--- src/verilog/darr_pkg.sv ---
// constants for the activity reload router: register map, field layout, detector sizes
// assumes an axi4-lite master with 32-bit data and a 100 MHz clock
package darr_pkg;
  // ************************************************************
  // register map
  // ************************************************************
  localparam logic [7:0] ADDR_ACT_A = 8'h54;
  localparam logic [7:0] ADDR_ACT_B = 8'h58;
  localparam logic [7:0] ADDR_IRQ_STATUS = 8'h60;
  localparam logic [7:0] ADDR_IRQ_ENABLE = 8'h64;
  localparam logic [7:0] ADDR_IRQ_CLEAR = 8'h68;
  localparam logic [31:0] ACT_A_RESET = 32'h0000_0000;
  localparam logic [31:0] ACT_B_RESET = 32'h0000_0000;
  // writable bits of the second register; 31:26, 7 and 3 read as zero
  localparam logic [31:0] ACT_B_WMASK = 32'h03FF_FF77;
  localparam logic [1:0] RESP_OKAY = 2'b00;
  localparam logic [1:0] RESP_SLVERR = 2'b10;
  // ************************************************************
  // field layout
  // ************************************************************
  localparam int NUM_MON = 14;
  localparam int A_BURST_LO = 14;
  localparam int A_SEL_MON1 = 28;
  localparam int A_SEL_MON2 = 29;
  localparam int A_SEL_MON3 = 30;
  localparam int A_SEL_MON5 = 31;
  localparam int B_PM_CMD = 25;
  localparam int B_VIDEO = 24;
  localparam int B_PCT_LO = 16;
  localparam int B_THR_LO = 8;
  localparam int B_IRQ_STBY = 6;
  localparam int B_RTC_BURST = 5;
  localparam int B_PME_BURST = 4;
  localparam int B_KBM_STBY = 2;
  localparam int B_IRQ_BURST = 1;
  localparam int B_TICK_BURST = 0;
  localparam int VIDEO_MON = 11;
  // ************************************************************
  // interrupt status bits
  // ************************************************************
  localparam int NUM_EVT = 5;
  localparam int EVT_STBY = 0;
  localparam int EVT_FAST = 1;
  localparam int EVT_SLOW = 2;
  localparam int EVT_BREAK = 3;
  localparam int EVT_SMI = 4;
  // ************************************************************
  // detector sizing: 256-clock slice, 256-slice window
  // ************************************************************
  localparam int SLICE_BITS = 8;
  localparam logic [7:0] SLICE_LAST = 8'hFF;
  localparam logic [7:0] WINDOW_LAST = 8'hFF;
endpackage

--- src/verilog/darr_router.sv ---
// activity reload router: two enable registers steer activity sources onto timer reloads
// assumes pins and interrupt lines are asynchronous; timers live outside and take pulses
//
// What this block does
// - bits 31:28 choose fast(1) or slow(0) burst reload for monitors 5,3,2,1
// - bits 27:14 let monitor reloads hit burst timer or stop-break
// - bits 13:0 let monitor reloads hit the global standby timer
// - bit 25 with smi enabled: command port read raises smi
// - bit 24 lets the video detector make monitor 11 reload events
// - slice of 256 clocks is busy when data phases exceed bits 15:8
// - window of 256 slices: video event once busy count reaches bits 23:16
// - bit 6: unmasked irq, nmi or init reloads global standby timer
// - bit 5: unmasked rtc line gives fast burst reload or stop-break
// - bit 4: smi, general input, power button or lid give fast burst/break
// - bit 2: keyboard or mouse line reloads global standby timer
// - bit 1: unmasked irq, nmi or init give burst or stop-break
// - bit 0: unmasked system tick gives burst or stop-break
`timescale 1ns/1ps
`default_nettype none
module darr_router (
  input wire logic aclk,
  input wire logic aresetn,
  input wire logic [31:0] s_axi_awaddr,
  input wire logic s_axi_awvalid,
  output logic s_axi_awready,
  input wire logic [31:0] s_axi_wdata,
  input wire logic [3:0] s_axi_wstrb,
  input wire logic s_axi_wvalid,
  output logic s_axi_wready,
  output logic [1:0] s_axi_bresp,
  output logic s_axi_bvalid,
  input wire logic s_axi_bready,
  input wire logic [31:0] s_axi_araddr,
  input wire logic s_axi_arvalid,
  output logic s_axi_arready,
  output logic [31:0] s_axi_rdata,
  output logic [1:0] s_axi_rresp,
  output logic s_axi_rvalid,
  input wire logic s_axi_rready,
  input wire logic [13:0] monitor_reload,
  input wire logic irq_activity,
  input wire logic system_tick_line,
  input wire logic rtc_interrupt_line,
  input wire logic keyboard_interrupt_line,
  input wire logic mouse_interrupt_line,
  input wire logic general_input_one_n,
  input wire logic power_button_input_n,
  input wire logic cover_switch_input,
  input wire logic smi_in_n,
  input wire logic smi_enabled,
  input wire logic pm_command_port_read,
  input wire logic pci_data_phase,
  output logic standby_reload,
  output logic fast_burst_reload,
  output logic slow_burst_reload,
  output logic stop_break,
  output logic system_management_interrupt,
  output logic irq
);
  // ************************************************************
  // pin synchronisers
  // ************************************************************
  localparam int NSYNC = 9;
  logic [NSYNC-1:0] pin_raw;
  logic [NSYNC-1:0] sync1;
  logic [NSYNC-1:0] sync2;
  logic [NSYNC-1:0] sync_prev;
  logic [NSYNC-1:0] rise;
  // active-low pins inverted so every bit is active high
  assign pin_raw = {~smi_in_n, cover_switch_input, ~power_button_input_n, ~general_input_one_n,
                    mouse_interrupt_line, keyboard_interrupt_line, rtc_interrupt_line,
                    system_tick_line, irq_activity};
  always_ff @(posedge aclk) begin
    if (!aresetn) begin
      sync1 <= '0;
      sync2 <= '0;
      sync_prev <= '0;
    end else begin
      sync1 <= pin_raw;
      sync2 <= sync1;
      sync_prev <= sync2;
    end
  end
  // events fire on assertion, not while held
  assign rise = sync2 & ~sync_prev;

  // ************************************************************
  // registers
  // ************************************************************
  logic [31:0] act_a;
  logic [31:0] act_b;
  logic [4:0] irq_status;
  logic [4:0] irq_enable;
  logic aw_held;
  logic w_held;
  logic [7:0] aw_addr;
  logic [31:0] w_data;
  logic [3:0] w_strb;
  logic do_write;
  logic [4:0] evt;
  logic [4:0] clr;
  logic [31:0] wmask;

  assign do_write = aw_held && w_held && !s_axi_bvalid;
  always_comb begin
    wmask = '0;
    for (int i = 0; i < 4; i++) begin
      wmask[i*8 +: 8] = {8{w_strb[i]}};
    end
  end

  always_ff @(posedge aclk) begin
    if (!aresetn) begin
      aw_held <= 1'b0;
      w_held <= 1'b0;
      aw_addr <= '0;
      w_data <= '0;
      w_strb <= '0;
      s_axi_awready <= 1'b0;
      s_axi_wready <= 1'b0;
      s_axi_bvalid <= 1'b0;
      s_axi_bresp <= darr_pkg::RESP_OKAY;
    end else begin
      s_axi_awready <= !aw_held && !s_axi_awready && s_axi_awvalid;
      s_axi_wready <= !w_held && !s_axi_wready && s_axi_wvalid;
      if (s_axi_awvalid && s_axi_awready) begin
        aw_held <= 1'b1;
        aw_addr <= s_axi_awaddr[7:0];
      end
      if (s_axi_wvalid && s_axi_wready) begin
        w_held <= 1'b1;
        w_data <= s_axi_wdata;
        w_strb <= s_axi_wstrb;
      end
      if (do_write) begin
        aw_held <= 1'b0;
        w_held <= 1'b0;
        s_axi_bvalid <= 1'b1;
        s_axi_bresp <= (aw_addr == darr_pkg::ADDR_ACT_A || aw_addr == darr_pkg::ADDR_ACT_B ||
                        aw_addr == darr_pkg::ADDR_IRQ_ENABLE || aw_addr == darr_pkg::ADDR_IRQ_CLEAR)
                       ? darr_pkg::RESP_OKAY : darr_pkg::RESP_SLVERR;
      end else if (s_axi_bvalid && s_axi_bready) begin
        s_axi_bvalid <= 1'b0;
      end
    end
  end

  always_ff @(posedge aclk) begin
    if (!aresetn) begin
      act_a <= darr_pkg::ACT_A_RESET;
      act_b <= darr_pkg::ACT_B_RESET;
      irq_enable <= '0;
    end else if (do_write) begin
      if (aw_addr == darr_pkg::ADDR_ACT_A) begin
        act_a <= (act_a & ~wmask) | (w_data & wmask);
      end
      // reserved bits and bit 3 are kept at zero whatever is written
      if (aw_addr == darr_pkg::ADDR_ACT_B) begin
        act_b <= ((act_b & ~wmask) | (w_data & wmask)) & darr_pkg::ACT_B_WMASK;
      end
      if (aw_addr == darr_pkg::ADDR_IRQ_ENABLE && w_strb[0]) begin
        irq_enable <= w_data[4:0];
      end
    end
  end

  assign clr = (do_write && aw_addr == darr_pkg::ADDR_IRQ_CLEAR && w_strb[0]) ? w_data[4:0] : '0;
  always_ff @(posedge aclk) begin
    if (!aresetn) begin
      irq_status <= '0;
      irq <= 1'b0;
    end else begin
      // a new event wins over a clear in the same cycle
      irq_status <= (irq_status & ~clr) | evt;
      irq <= |(((irq_status & ~clr) | evt) & irq_enable);
    end
  end

  always_ff @(posedge aclk) begin
    if (!aresetn) begin
      s_axi_arready <= 1'b0;
      s_axi_rvalid <= 1'b0;
      s_axi_rdata <= '0;
      s_axi_rresp <= darr_pkg::RESP_OKAY;
    end else begin
      s_axi_arready <= !s_axi_rvalid && !s_axi_arready && s_axi_arvalid;
      if (s_axi_arvalid && s_axi_arready) begin
        s_axi_rvalid <= 1'b1;
        s_axi_rresp <= darr_pkg::RESP_OKAY;
        unique case (s_axi_araddr[7:0])
          darr_pkg::ADDR_ACT_A: s_axi_rdata <= act_a;
          darr_pkg::ADDR_ACT_B: s_axi_rdata <= act_b;
          darr_pkg::ADDR_IRQ_STATUS: s_axi_rdata <= {27'h000_0000, irq_status};
          darr_pkg::ADDR_IRQ_ENABLE: s_axi_rdata <= {27'h000_0000, irq_enable};
          default: begin
            s_axi_rdata <= '0;
            s_axi_rresp <= darr_pkg::RESP_SLVERR;
          end
        endcase
      end else if (s_axi_rvalid && s_axi_rready) begin
        s_axi_rvalid <= 1'b0;
      end
    end
  end

  // ************************************************************
  // video detector
  // ************************************************************
  logic phase_s1;
  logic phase_s2;
  logic [7:0] slice_cnt;
  logic [8:0] phase_cnt;
  logic [7:0] window_cnt;
  logic [8:0] busy_cnt;
  logic slice_busy;
  logic video_event;
  logic video_fired;
  logic video_on;

  assign video_on = act_b[darr_pkg::B_VIDEO];
  // closing cycle's phase added here, so a full slice scores 256
  assign slice_busy = phase_cnt + {8'h00, phase_s2} > {1'b0, act_b[darr_pkg::B_THR_LO +: 8]};

  always_ff @(posedge aclk) begin
    if (!aresetn) begin
      phase_s1 <= 1'b0;
      phase_s2 <= 1'b0;
    end else begin
      phase_s1 <= pci_data_phase;
      phase_s2 <= phase_s1;
    end
  end

  always_ff @(posedge aclk) begin
    if (!aresetn || !video_on) begin
      slice_cnt <= '0;
      phase_cnt <= '0;
      window_cnt <= '0;
      busy_cnt <= '0;
      video_fired <= 1'b0;
      video_event <= 1'b0;
    end else begin
      video_event <= 1'b0;
      slice_cnt <= slice_cnt + 8'h01;
      if (slice_cnt == darr_pkg::SLICE_LAST) begin
        phase_cnt <= '0;
        window_cnt <= window_cnt + 8'h01;
        // one event per window, on reaching the percentage; the closing slice still counts
        if (slice_busy && !video_fired && busy_cnt + 9'h001 >= {1'b0, act_b[darr_pkg::B_PCT_LO +: 8]}) begin
          video_event <= 1'b1;
          video_fired <= 1'b1;
        end
        // window end clears the tally and rearms, overriding the set above
        if (window_cnt == darr_pkg::WINDOW_LAST) begin
          busy_cnt <= '0;
          video_fired <= 1'b0;
        end else if (slice_busy) begin
          busy_cnt <= busy_cnt + 9'h001;
        end
      end else if (phase_s2 && !phase_cnt[8]) begin
        phase_cnt <= phase_cnt + 9'h001;
      end
    end
  end

  // ************************************************************
  // event routing
  // ************************************************************
  logic [13:0] mon_evt;
  logic [13:0] mon_slow_sel;
  logic irq_any;
  logic pme_any;
  logic next_smi;

  always_comb begin
    mon_evt = monitor_reload;
    mon_evt[darr_pkg::VIDEO_MON] = monitor_reload[darr_pkg::VIDEO_MON] | video_event;
    // a clear select bit sends monitors 1, 2, 3 and 5 to the slow timer
    mon_slow_sel = '0;
    mon_slow_sel[1] = ~act_a[darr_pkg::A_SEL_MON1];
    mon_slow_sel[2] = ~act_a[darr_pkg::A_SEL_MON2];
    mon_slow_sel[3] = ~act_a[darr_pkg::A_SEL_MON3];
    mon_slow_sel[5] = ~act_a[darr_pkg::A_SEL_MON5];
  end

  assign irq_any = rise[0];
  assign pme_any = |rise[8:5];
  assign next_smi = act_b[darr_pkg::B_PM_CMD] && smi_enabled && pm_command_port_read;

  always_comb begin
    evt = '0;
    evt[darr_pkg::EVT_STBY] = |(mon_evt & act_a[13:0])
      | (act_b[darr_pkg::B_IRQ_STBY] & irq_any)
      | (act_b[darr_pkg::B_KBM_STBY] & (rise[3] | rise[4]));
    // monitors without a select bit, and the irq sources, take the fast timer
    evt[darr_pkg::EVT_FAST] = |(mon_evt & act_a[darr_pkg::A_BURST_LO +: 14] & ~mon_slow_sel)
      | (act_b[darr_pkg::B_RTC_BURST] & rise[2])
      | (act_b[darr_pkg::B_PME_BURST] & pme_any)
      | (act_b[darr_pkg::B_IRQ_BURST] & irq_any)
      | (act_b[darr_pkg::B_TICK_BURST] & rise[1]);
    evt[darr_pkg::EVT_SLOW] = |(mon_evt & act_a[darr_pkg::A_BURST_LO +: 14] & mon_slow_sel);
    // the same burst events double as stop-break requests
    evt[darr_pkg::EVT_BREAK] = evt[darr_pkg::EVT_FAST] | evt[darr_pkg::EVT_SLOW];
    evt[darr_pkg::EVT_SMI] = next_smi;
  end

  always_ff @(posedge aclk) begin
    if (!aresetn) begin
      standby_reload <= 1'b0;
      fast_burst_reload <= 1'b0;
      slow_burst_reload <= 1'b0;
      stop_break <= 1'b0;
      system_management_interrupt <= 1'b0;
    end else begin
      standby_reload <= evt[darr_pkg::EVT_STBY];
      fast_burst_reload <= evt[darr_pkg::EVT_FAST];
      slow_burst_reload <= evt[darr_pkg::EVT_SLOW];
      stop_break <= evt[darr_pkg::EVT_BREAK];
      system_management_interrupt <= next_smi;
    end
  end
endmodule // darr_router
`default_nettype wire

--- config.mk ---
export PLATFORM = sky130hd
export DESIGN_NAME = darr_router
export DESIGN_NICKNAME = d
export VERILOG_FILES = /design/src/verilog/darr_pkg.sv /design/src/verilog/darr_router.sv
export SDC_FILE = /design/constraint.sdc
export NUM_CORES = 1
export LEC_CHECK = 0
export ABC_CLOCK_PERIOD_IN_PS = 3200
export BUFFER_PORTS_ARGS = -buffer_cell sky130_fd_sc_hd__buf_2
export CAP_MARGIN = 30
export CORE_ASPECT_RATIO = 2
export CORE_MARGIN = 10
export CORE_UTILIZATION = 40
export CTS_BUF_LIST = sky130_fd_sc_hd__clkbuf_16
export DETAILED_ROUTE_END_ITERATION = 8
export PLACE_DENSITY = 0.72
export SYNTH_ARGS = -nofsm -noshare
export SYNTH_HDL_FRONTEND = slang
export SYNTH_SLANG_ARGS = --single-unit
--- constraint.sdc ---
create_clock -name aclk -period 3.2 [get_ports aclk]
set_input_delay 0.8 -clock aclk [delete_from_list [all_inputs] [get_ports aclk]]
set_output_delay 0.8 -clock aclk [all_outputs]
set_load 0.02 [all_outputs]
======== Yosys cells after proc, flatten, opt, wreduce, memory -nomap -nowiden ========
Cells that the tools add are included.
word-level totals
  bits in registers ....................... 224
operators by class
  add/subtract/negate cells ............... 5
  magnitude comparators ................... 2
  equality and inequality tests ........... 10
  multiplexer cells ....................... 13
  bitwise logic cells ..................... 41
  reductions and logical operators ........ 54
operators by type and width
  cell                 number
  $pmux 32 s4          1
  $and 32x32->32       2
  $eq 8x7->1 const B   8
  $and 14x14->14       3
  $reduce_or 14->1     3
  $not 32->32          1
  $or 32x32->32        1
  $and 26x26->26       1
  $or 26x26->26        1
  $logic_and 1x1->1    21
  $add 9x1->9 const B  2
  $mux 9               2
  $add 8x1->8 const B  2
  $eq 8x8->1 const B   2
  $and 14x6->14        1
  $not 6->14           1
  $logic_not 1->1      11
  $and 5x5->5          2
  $reduce_and 2->1     5
  $add 9x1->9          1
  $and 9x9->9          1
  $ge 9x8->1           1
  $gt 9x8->1           1
  $not 1->1            9
  13 further kinds     42

======== Depth between registers and ports, before layout ========
Gate-level depths: netlist of run 1.
  word-level depth ........................ 12
  gate-level depth with buffers ........... 12

======== Worst setup path before layout of run 1 ========
OpenSTA, ideal clock, no wires.
  path type ............................... register to register
  from .................................... register phase_cnt[0]
  to ...................................... register busy_cnt[3]
  data arrival time ....................... 2.631 ns
  path slack .............................. 0.481 ns
  cell stages (with the launch flop) ...... 13
  path buffers ............................ 1
  period minus slack after synthesis ...... 2.719 ns
  cells stage by stage .................... dfxtp_1 > ha_1 > and3_1 > clkbuf_1 > nand2_1 > xnor2_1 > ha_1 > nand4_1 > or3_1 > o211a_1 > o31ai_1 > o211ai_1 > o31ai_1
on the way
  longest elaborated chain between the ends .. 4
RTL lines
  what                         RTL line            source
  start: declaration           darr_router.sv:212  logic [8:0] phase_cnt;
  start signal: assignment     darr_router.sv:261  phase_cnt <= phase_cnt + 9'h001;
  $add 9x1->9                  darr_router.sv:222  assign slice_busy = phase_cnt + {8'h00, phase_s2} > {1'b0, act_b[darr_pkg::B_THR_LO +: 8]};
  $gt 9x8->1                   darr_router.sv:222
  $reduce_bool 2->1 (no line)  --
  $reduce_and 2->1 (no line)   --
  end signal: assignment       darr_router.sv:258  busy_cnt <= busy_cnt + 9'h001;
  end: declaration             darr_router.sv:214  logic [8:0] busy_cnt;
Every way passes these cells.
A chain may end at the register's enable or synchronous reset.

======== Worst setup path after layout of run 1 ========
  from .................................... register phase_cnt[0]
  to ...................................... register busy_cnt[0]
The elaborated chain is that of the path after synthesis.

==> results.py, run 1 <==
metrics = {
    "sta": {
        "tightest_slew_ns": 0.670,
        "holdWs_ns": 0.429,
        "rsz0062_at_grt": "false",
        "maxSlewHeadroom": 0.552,
        "post-route-min-period_ns": 2.85,
        "finalHoldViolations": 0,
        "drv_slew": 0,
        "skew_ns": 0.0147,
        "fmax_ghz": 0.351,
        "setup_viol": 0,
        "fin_tns_setup_ns": 0,
        "fin_crit_sh": 0.891,
        "setup_ws_ns": 0.350,
    },
    "pwr": {
        "power_density_nw_per_um2": 531,
        "clkPwrFrac": 0.470,
        "switchingPower_mw": 1.24,
        "p_int_mw": 4.49,
        "pwr-share-seq": 0.494,
        "power_mw": 5.73,
        "combPwrFrac": 0.036,
        "max-vdd-ir-drop_uv": 419,
        "leakagePower_nw": 4.07,
        "switching_share": 0.216,
    },
    "worst_setup_path": {
        "cp-start-kind": "register",
        "cp_max_fo": 5,
        "critPathRequiredTime_ns": 3.63,
        "r2r-end": "busy_cnt[0]$_SDFFE_PP0P_",
        "endpoint_kind": "register",
        "worst-setup-path-type": "reg -> reg",
        "r2r_start": "phase_cnt[0]$_SDFFE_PP0P_",
        "rr_worst_depth": 12,
        "rrSetupSlack_ns": 0.35,
        "arrival_ns": 3.28,
    },
    "placement": {
        "routabilityCongestion": 0.910,
        "dp_slack_ns": 0.397,
        "dp_hpwl_mm": 20.1,
        "io_buffers": 129,
    },
    "layout": {
        "drive_above_1_share": 0.161,
        "final_nets": 1332,
        "n_antenna_cell": 0,
        "final_util": 0.476,
        "area_growth_pct": 18.1,
    },
    "route": {
        "drc": 0,
        "drt_iter0_drc": 565,
        "ant_nets": 0,
        "vias": 7987,
        "post_drt_wl_per_cell_um": 18.0,
        "wirelength_mm": 26.5,
        "drt-pass1-iter-count": 5,
        "viasPerCell": 5.43,
    },
    "global_route": {
        "grt_max_degree": 79,
        "antenna_found_initial": 2,
        "gr-total-overflow": 0,
        "track_usage": 0.173,
        "grt_pass1_wl_mm": 41.6,
        "grt_pass1_vias": 7990,
    },
    "min_path": {
        "hold_depth": 1,
        "whs_endpoint": "video_event$_SDFF_PP0_",
        "min_path_type": "reg -> reg",
        "hp-start": "video_fired$_SDFFE_PP0P_",
    },
    "synthesis": {
        "synthTopCellsByArea": "dfxtp_1, nand2_1, a21oi_1, nor2_1, nand3_1",
        "yosysMostFrequentCell": "dfxtp_1",
        "ys_ff_latch": 222,
        "async_reset_ff_frac": 0,
        "synth_area_leader_cell": "dfxtp_1",
        "synth_top_area_frac": 0.487,
        "yosysUniqueCellTypes": 60,
        "yosysWarnings": 0,
        "ys.flop_type": "dfxtp_1",
        "avgSynthCellArea_um2": 8.58,
        "synthTopCellsByCount": "dfxtp_1, nand2_1, a21oi_1",
        "synth_area_um2": 9140,
        "synth_edf_count": 0,
        "synth-seq-area-share": 0.487,
        "synthCells": 1065,
    },
    "floorplan": {
        "core_um2": 22600,
        "rows": 78,
        "pin_count": 180,
        "die_area_um2": 29600,
        "start_util": 0.403,
        "die_w_um": 127,
        "die_h_um": 234,
    },
    "clock_network": {
        "clockBufferDepth": 3,
        "cts_num_sinks": 222,
        "numCtsBuffers": 21,
        "cts_root_buffer": "clkbuf_16",
        "holdBufCountCts": 0,
        "post-cts-setup-buffers": 0,
        "cts_max_level": 1,
        "cts_tree": "yes",
        "ctsResizeCount": 0,
        "clkTransAtPathRegs_ns": 0.07,
        "worst_skew_pair.late_latency_ns": 0.51,
    },
    "run": {
        "maxCapViolCount": 0,
    },
    "run_status": {
        "status": "finished clean",
    },
}
==> layout by cell type (no fill, tap or decap), drive strengths merged, types with 10 or more instances in the layout <==
| cell type | instances |
|---|---|
| nand2b | 12 |
| dfxtp | 222 |
| buf | 146 |
| xnor2 | 16 |
| nand3 | 58 |
| nor2 | 85 |
| a22oi | 30 |
| xor2 | 17 |
| mux2i | 18 |
| and3 | 10 |
| o21ai | 20 |
| a2bb2oi | 23 |
| and2 | 37 |
| clkbuf | 21 |
| ha | 22 |
| a21oi | 118 |
| nand2 | 202 |
| inv | 25 |
==> how the worst max path moves through the flow <==
stage,slack [ns],from,depth (start not counted),endpoint
after floorplan,0.48,phase_cnt[0]$_SDFFE_PP0P_,12,busy_cnt[3]$_SDFFE_PP0P_
after global placement,0.47,phase_cnt[0]$_SDFFE_PP0P_,12,busy_cnt[1]$_SDFFE_PP0P_
after detailed placement,0.40,phase_cnt[0]$_SDFFE_PP0P_,12,busy_cnt[1]$_SDFFE_PP0P_
after CTS,0.35,phase_cnt[0]$_SDFFE_PP0P_,12,busy_cnt[0]$_SDFFE_PP0P_
after global routing,0.17,phase_cnt[0]$_SDFFE_PP0P_,12,busy_cnt[1]$_SDFFE_PP0P_
final,0.35,phase_cnt[0]$_SDFFE_PP0P_,12,busy_cnt[0]$_SDFFE_PP0P_
==> worst max-delay path, stage by stage (launching register included) <==
cell and delay (ns):
dfxtp_1 0.43, ha_1 0.21, and3_1 0.26, nand2_1 0.09, xnor2_1 0.14, ha_1 0.31
nand4_1 0.12, or3_1 0.37, o211a_1 0.20, o41ai_1 0.33, buf_4 0.19, nand2_1 0.05
o21ai_0 0.07
==> per-layer routing <==
layer,part of all wire,global-route usage,vias up
met5,0.0012,0,-
met4,0.054,0.0994,4
met3,0.054,0.0268,84
met2,0.53,0.326,271
met1,0.36,0.175,3726
li1,-,-,3902
==> power groups by stage <==
stage                     logic, mW  clock network, mW  registers [mW]
after floorplan               0.107                  0            2.88
after global placement        0.202                  0            2.89
after CTS                     0.206               2.73            2.83
after global routing          0.226               2.82            2.83
final                         0.207               2.69            2.83
after detailed placement      0.206                  0            2.89
==> kinds of logic (layout without fill, tap and decap cells) <==
family                     count (synthesis)  in the layout  synth area share
and+or+nand+nor                          456            456             0.238
AOI/OAI and AO/OA                        231            231             0.158
DFF                                      222            222             0.487
buffers and inverters                     82            207            0.0359
xor gates and xnor gates                  33             33            0.0316
adders and majority gates                 22             22            0.0301
muxes                                     18             18            0.0197
other                                      1              2          0.000411
==> final cells by class <==
class                           count  area [µm²]
Clock buffer                       21         526
Clock inverter                     16         209
Fill cell                        2229       11900
Inverter                           24        92.6
Multi-Input combinational cell    762        4370
Sequential cell                   222        4440
Tap cell                          280         350
Timing Repair Buffer              146         798
==> metrics by stage <==
step | instances | cell area, µm²
final | 1471 | 10800
after global routing | 1471 | 10800
after CTS | 1471 | 10800
after detailed placement | 1434 | 10100
after global placement | 1434 | 10100
after floorplan | 1066 | 9140
No activity file was read; power rests on OpenSTA's default activity.
==> run 2: changes to the inputs <==
- PLACE_DENSITY: 0.72 -> not set
- PLACE_DENSITY_LB_ADDON: not set -> 0.1
==> run 2 against run 1 <==
First-iteration DRC count is 44% lower. Count of clock-buffer cells in the layout stayed put. Final cell count hardly changed. Worst hold slack worse by 0.0054 ns. Critical path depth stayed put. Sequential share of layout area is 0.26 points higher. Combinational power hardly changed. Wire length is 2.4% higher. Die area stayed put. Power is 3.2% lower. Clock power is 7% lower. Critical endpoint is now busy_cnt[2]$_SDFFE_PP0P_. Largest cell class unchanged. Largest power group unchanged.
==> results.py, run 2 (synthesis results as in run 1) <==
metrics = {
    "min_path": {
        "min_path_type": "reg -> reg",
        "hp-start": "video_fired$_SDFFE_PP0P_",
    },
    "route": {
        "drc": 0,
        "drt_iter0_drc": 316,
        "vias": 7725,
        "ant_nets": 0,
        "dr_wl_met2_mm": 15.0,
        "drt-pass1-iter-count": 5,
        "wl_met1_mm": 10.1,
        "routed.top_layer": "met4",
        "viasPerCell": 5.26,
        "wirelength_mm": 27.1,
        "post_drt_wl_per_cell_um": 18.4,
        "wl_met3_mm": 1.19,
    },
    "global_route": {
        "grt_pass1_vias": 8151,
        "gr-total-overflow": 0,
        "grt_pass1_wl_mm": 43.4,
        "grt_max_degree": 60,
        "track_usage": 0.180,
        "antenna_found_initial": 0,
    },
    "layout": {
        "n_antenna_cell": 0,
        "drive_above_1_share": 0.161,
        "final_nets": 1334,
        "layout_common_cells": "dfxtp_1, nand2_1, buf_2",
        "final_common_cell": "dfxtp_1",
        "area_growth_pct": 17.3,
    },
    "placement": {
        "routabilityCongestion": 0.876,
        "dp_hpwl_mm": 20.4,
        "io_buffers": 129,
    },
    "sta": {
        "finalHoldViolations": 0,
        "maxSlewHeadroom": 0.517,
        "fmax_ghz": 0.357,
        "fin_tns_setup_ns": 0,
        "post-route-min-period_ns": 2.80,
        "drv_slew": 0,
        "holdWs_ns": 0.424,
        "tightest_slew_ns": 0.721,
        "fin_crit_sh": 0.874,
        "setup_viol": 0,
        "rsz0062_at_grt": "false",
        "skew_ns": 0.0107,
    },
    "clock_network": {
        "numCtsBuffers": 21,
        "cts_root_buffer": "clkbuf_16",
        "post-cts-setup-buffers": 0,
        "worst_skew_pair.late_latency_ns": 0.51,
        "holdBufCountCts": 0,
        "clockBufferDepth": 3,
        "cts_max_level": 1,
        "cts_num_sinks": 222,
        "cts_tree": "yes",
        "ctsResizeCount": 0,
        "clkTransAtPathRegs_ns": 0.07,
    },
    "worst_setup_path": {
        "startpoint": "phase_cnt[0]$_SDFFE_PP0P_",
        "arrival_ns": 3.23,
        "r2r-end": "busy_cnt[2]$_SDFFE_PP0P_",
        "r2r_start": "phase_cnt[0]$_SDFFE_PP0P_",
        "worst-setup-path-type": "reg -> reg",
        "rr_worst_depth": 12,
        "crit_path_end": "busy_cnt[2]$_SDFFE_PP0P_",
        "critPathRequiredTime_ns": 3.63,
        "rrSetupSlack_ns": 0.40,
        "cp_max_fo": 5,
        "endpoint_kind": "register",
        "cp-start-kind": "register",
    },
    "floorplan": {
        "pin_count": 180,
        "die_w_um": 127,
        "rows": 78,
        "core_um2": 22600,
        "die_h_um": 234,
        "start_util": 0.403,
        "die_area_um2": 29600,
    },
    "pwr": {
        "leakagePower_nw": 4.05,
        "power_density_nw_per_um2": 517,
        "max-vdd-ir-drop_uv": 413,
    },
    "run_status": {
        "status": "finished clean",
    },
    "run": {
        "maxCapViolCount": 0,
    },
}
## run 2: changes by cell type in the layout (fill, tap and decap cells not counted)
cell	delta
buf_4	+3
bufinv_16	-2
clkinv_1	-2
inv_1	+2
buf_12	-1
clkinv_2	+1
clkinv_4	-1
clkinvlp_4	-1
## run 2: cell type report
class,instances,area [µm²]
clock buffers,21,526
repair buffers,148,801
multi-input cells,762,4370
fillers,2290,11900
flip-flops and latches,222,4440
clock inverters,13,138
well taps,280,350
inverters,24,92.6
## run 2: worst min path at each step
stage | to | slack [ns] | depth (start not counted)
global route | sync1[6]$_SDFF_PN0_ | 0.43 | 2
detailed placement | video_event$_SDFF_PP0_ | 0.42 | 1
global placement | video_event$_SDFF_PP0_ | 0.41 | 1
floorplan | video_event$_SDFF_PP0_ | 0.40 | 1
CTS | sync1[5]$_SDFF_PN0_ | 0.42 | 2
finish | video_event$_SDFF_PP0_ | 0.42 | 1
## run 2: power breakdown
group | switching, mW | internal (mW) | leakage (nW)
clock network | 1.08 | 1.43 | 0.337
registers | 0.0308 | 2.80 | 1.80
logic | 0.127 | 0.0795 | 1.92
total | 1.23 | 4.31 | 4.05
## run 2: metal layers
metal / global-route usage / vias to the layer above
li1: - / 3904
met2: 0.356 / 165
met1: 0.181 / 3619
met3: 0.0316 / 37
met5: 0 / -
met4: 0.0650 / 0
## run 2: stage by stage
stage               utilization  total power, mW  instances  worst slack (ns)  instance area [µm²]
detailed placement        0.444             3.10       1436             0.390                10100
global route              0.473             5.73       1470             0.113                10700
global placement          0.444             3.10       1436             0.440                10100
floorplan                     -             2.99       1066             0.481                 9140
CTS                       0.473             5.61       1470             0.378                10700
finish                    0.473             5.54       1470             0.402                10700
## run 2: critical path, stage by stage (launching register included)
cell and delay, ns:
dfxtp_1 0.42, ha_1 0.19, and3_1 0.26, nand2_1 0.09, xnor2_1 0.15, ha_1 0.32
nand4_1 0.11, or3_1 0.36, o211a_1 0.20, o31ai_1 0.25, buf_4 0.18, o211ai_1 0.09
o21ai_0 0.10
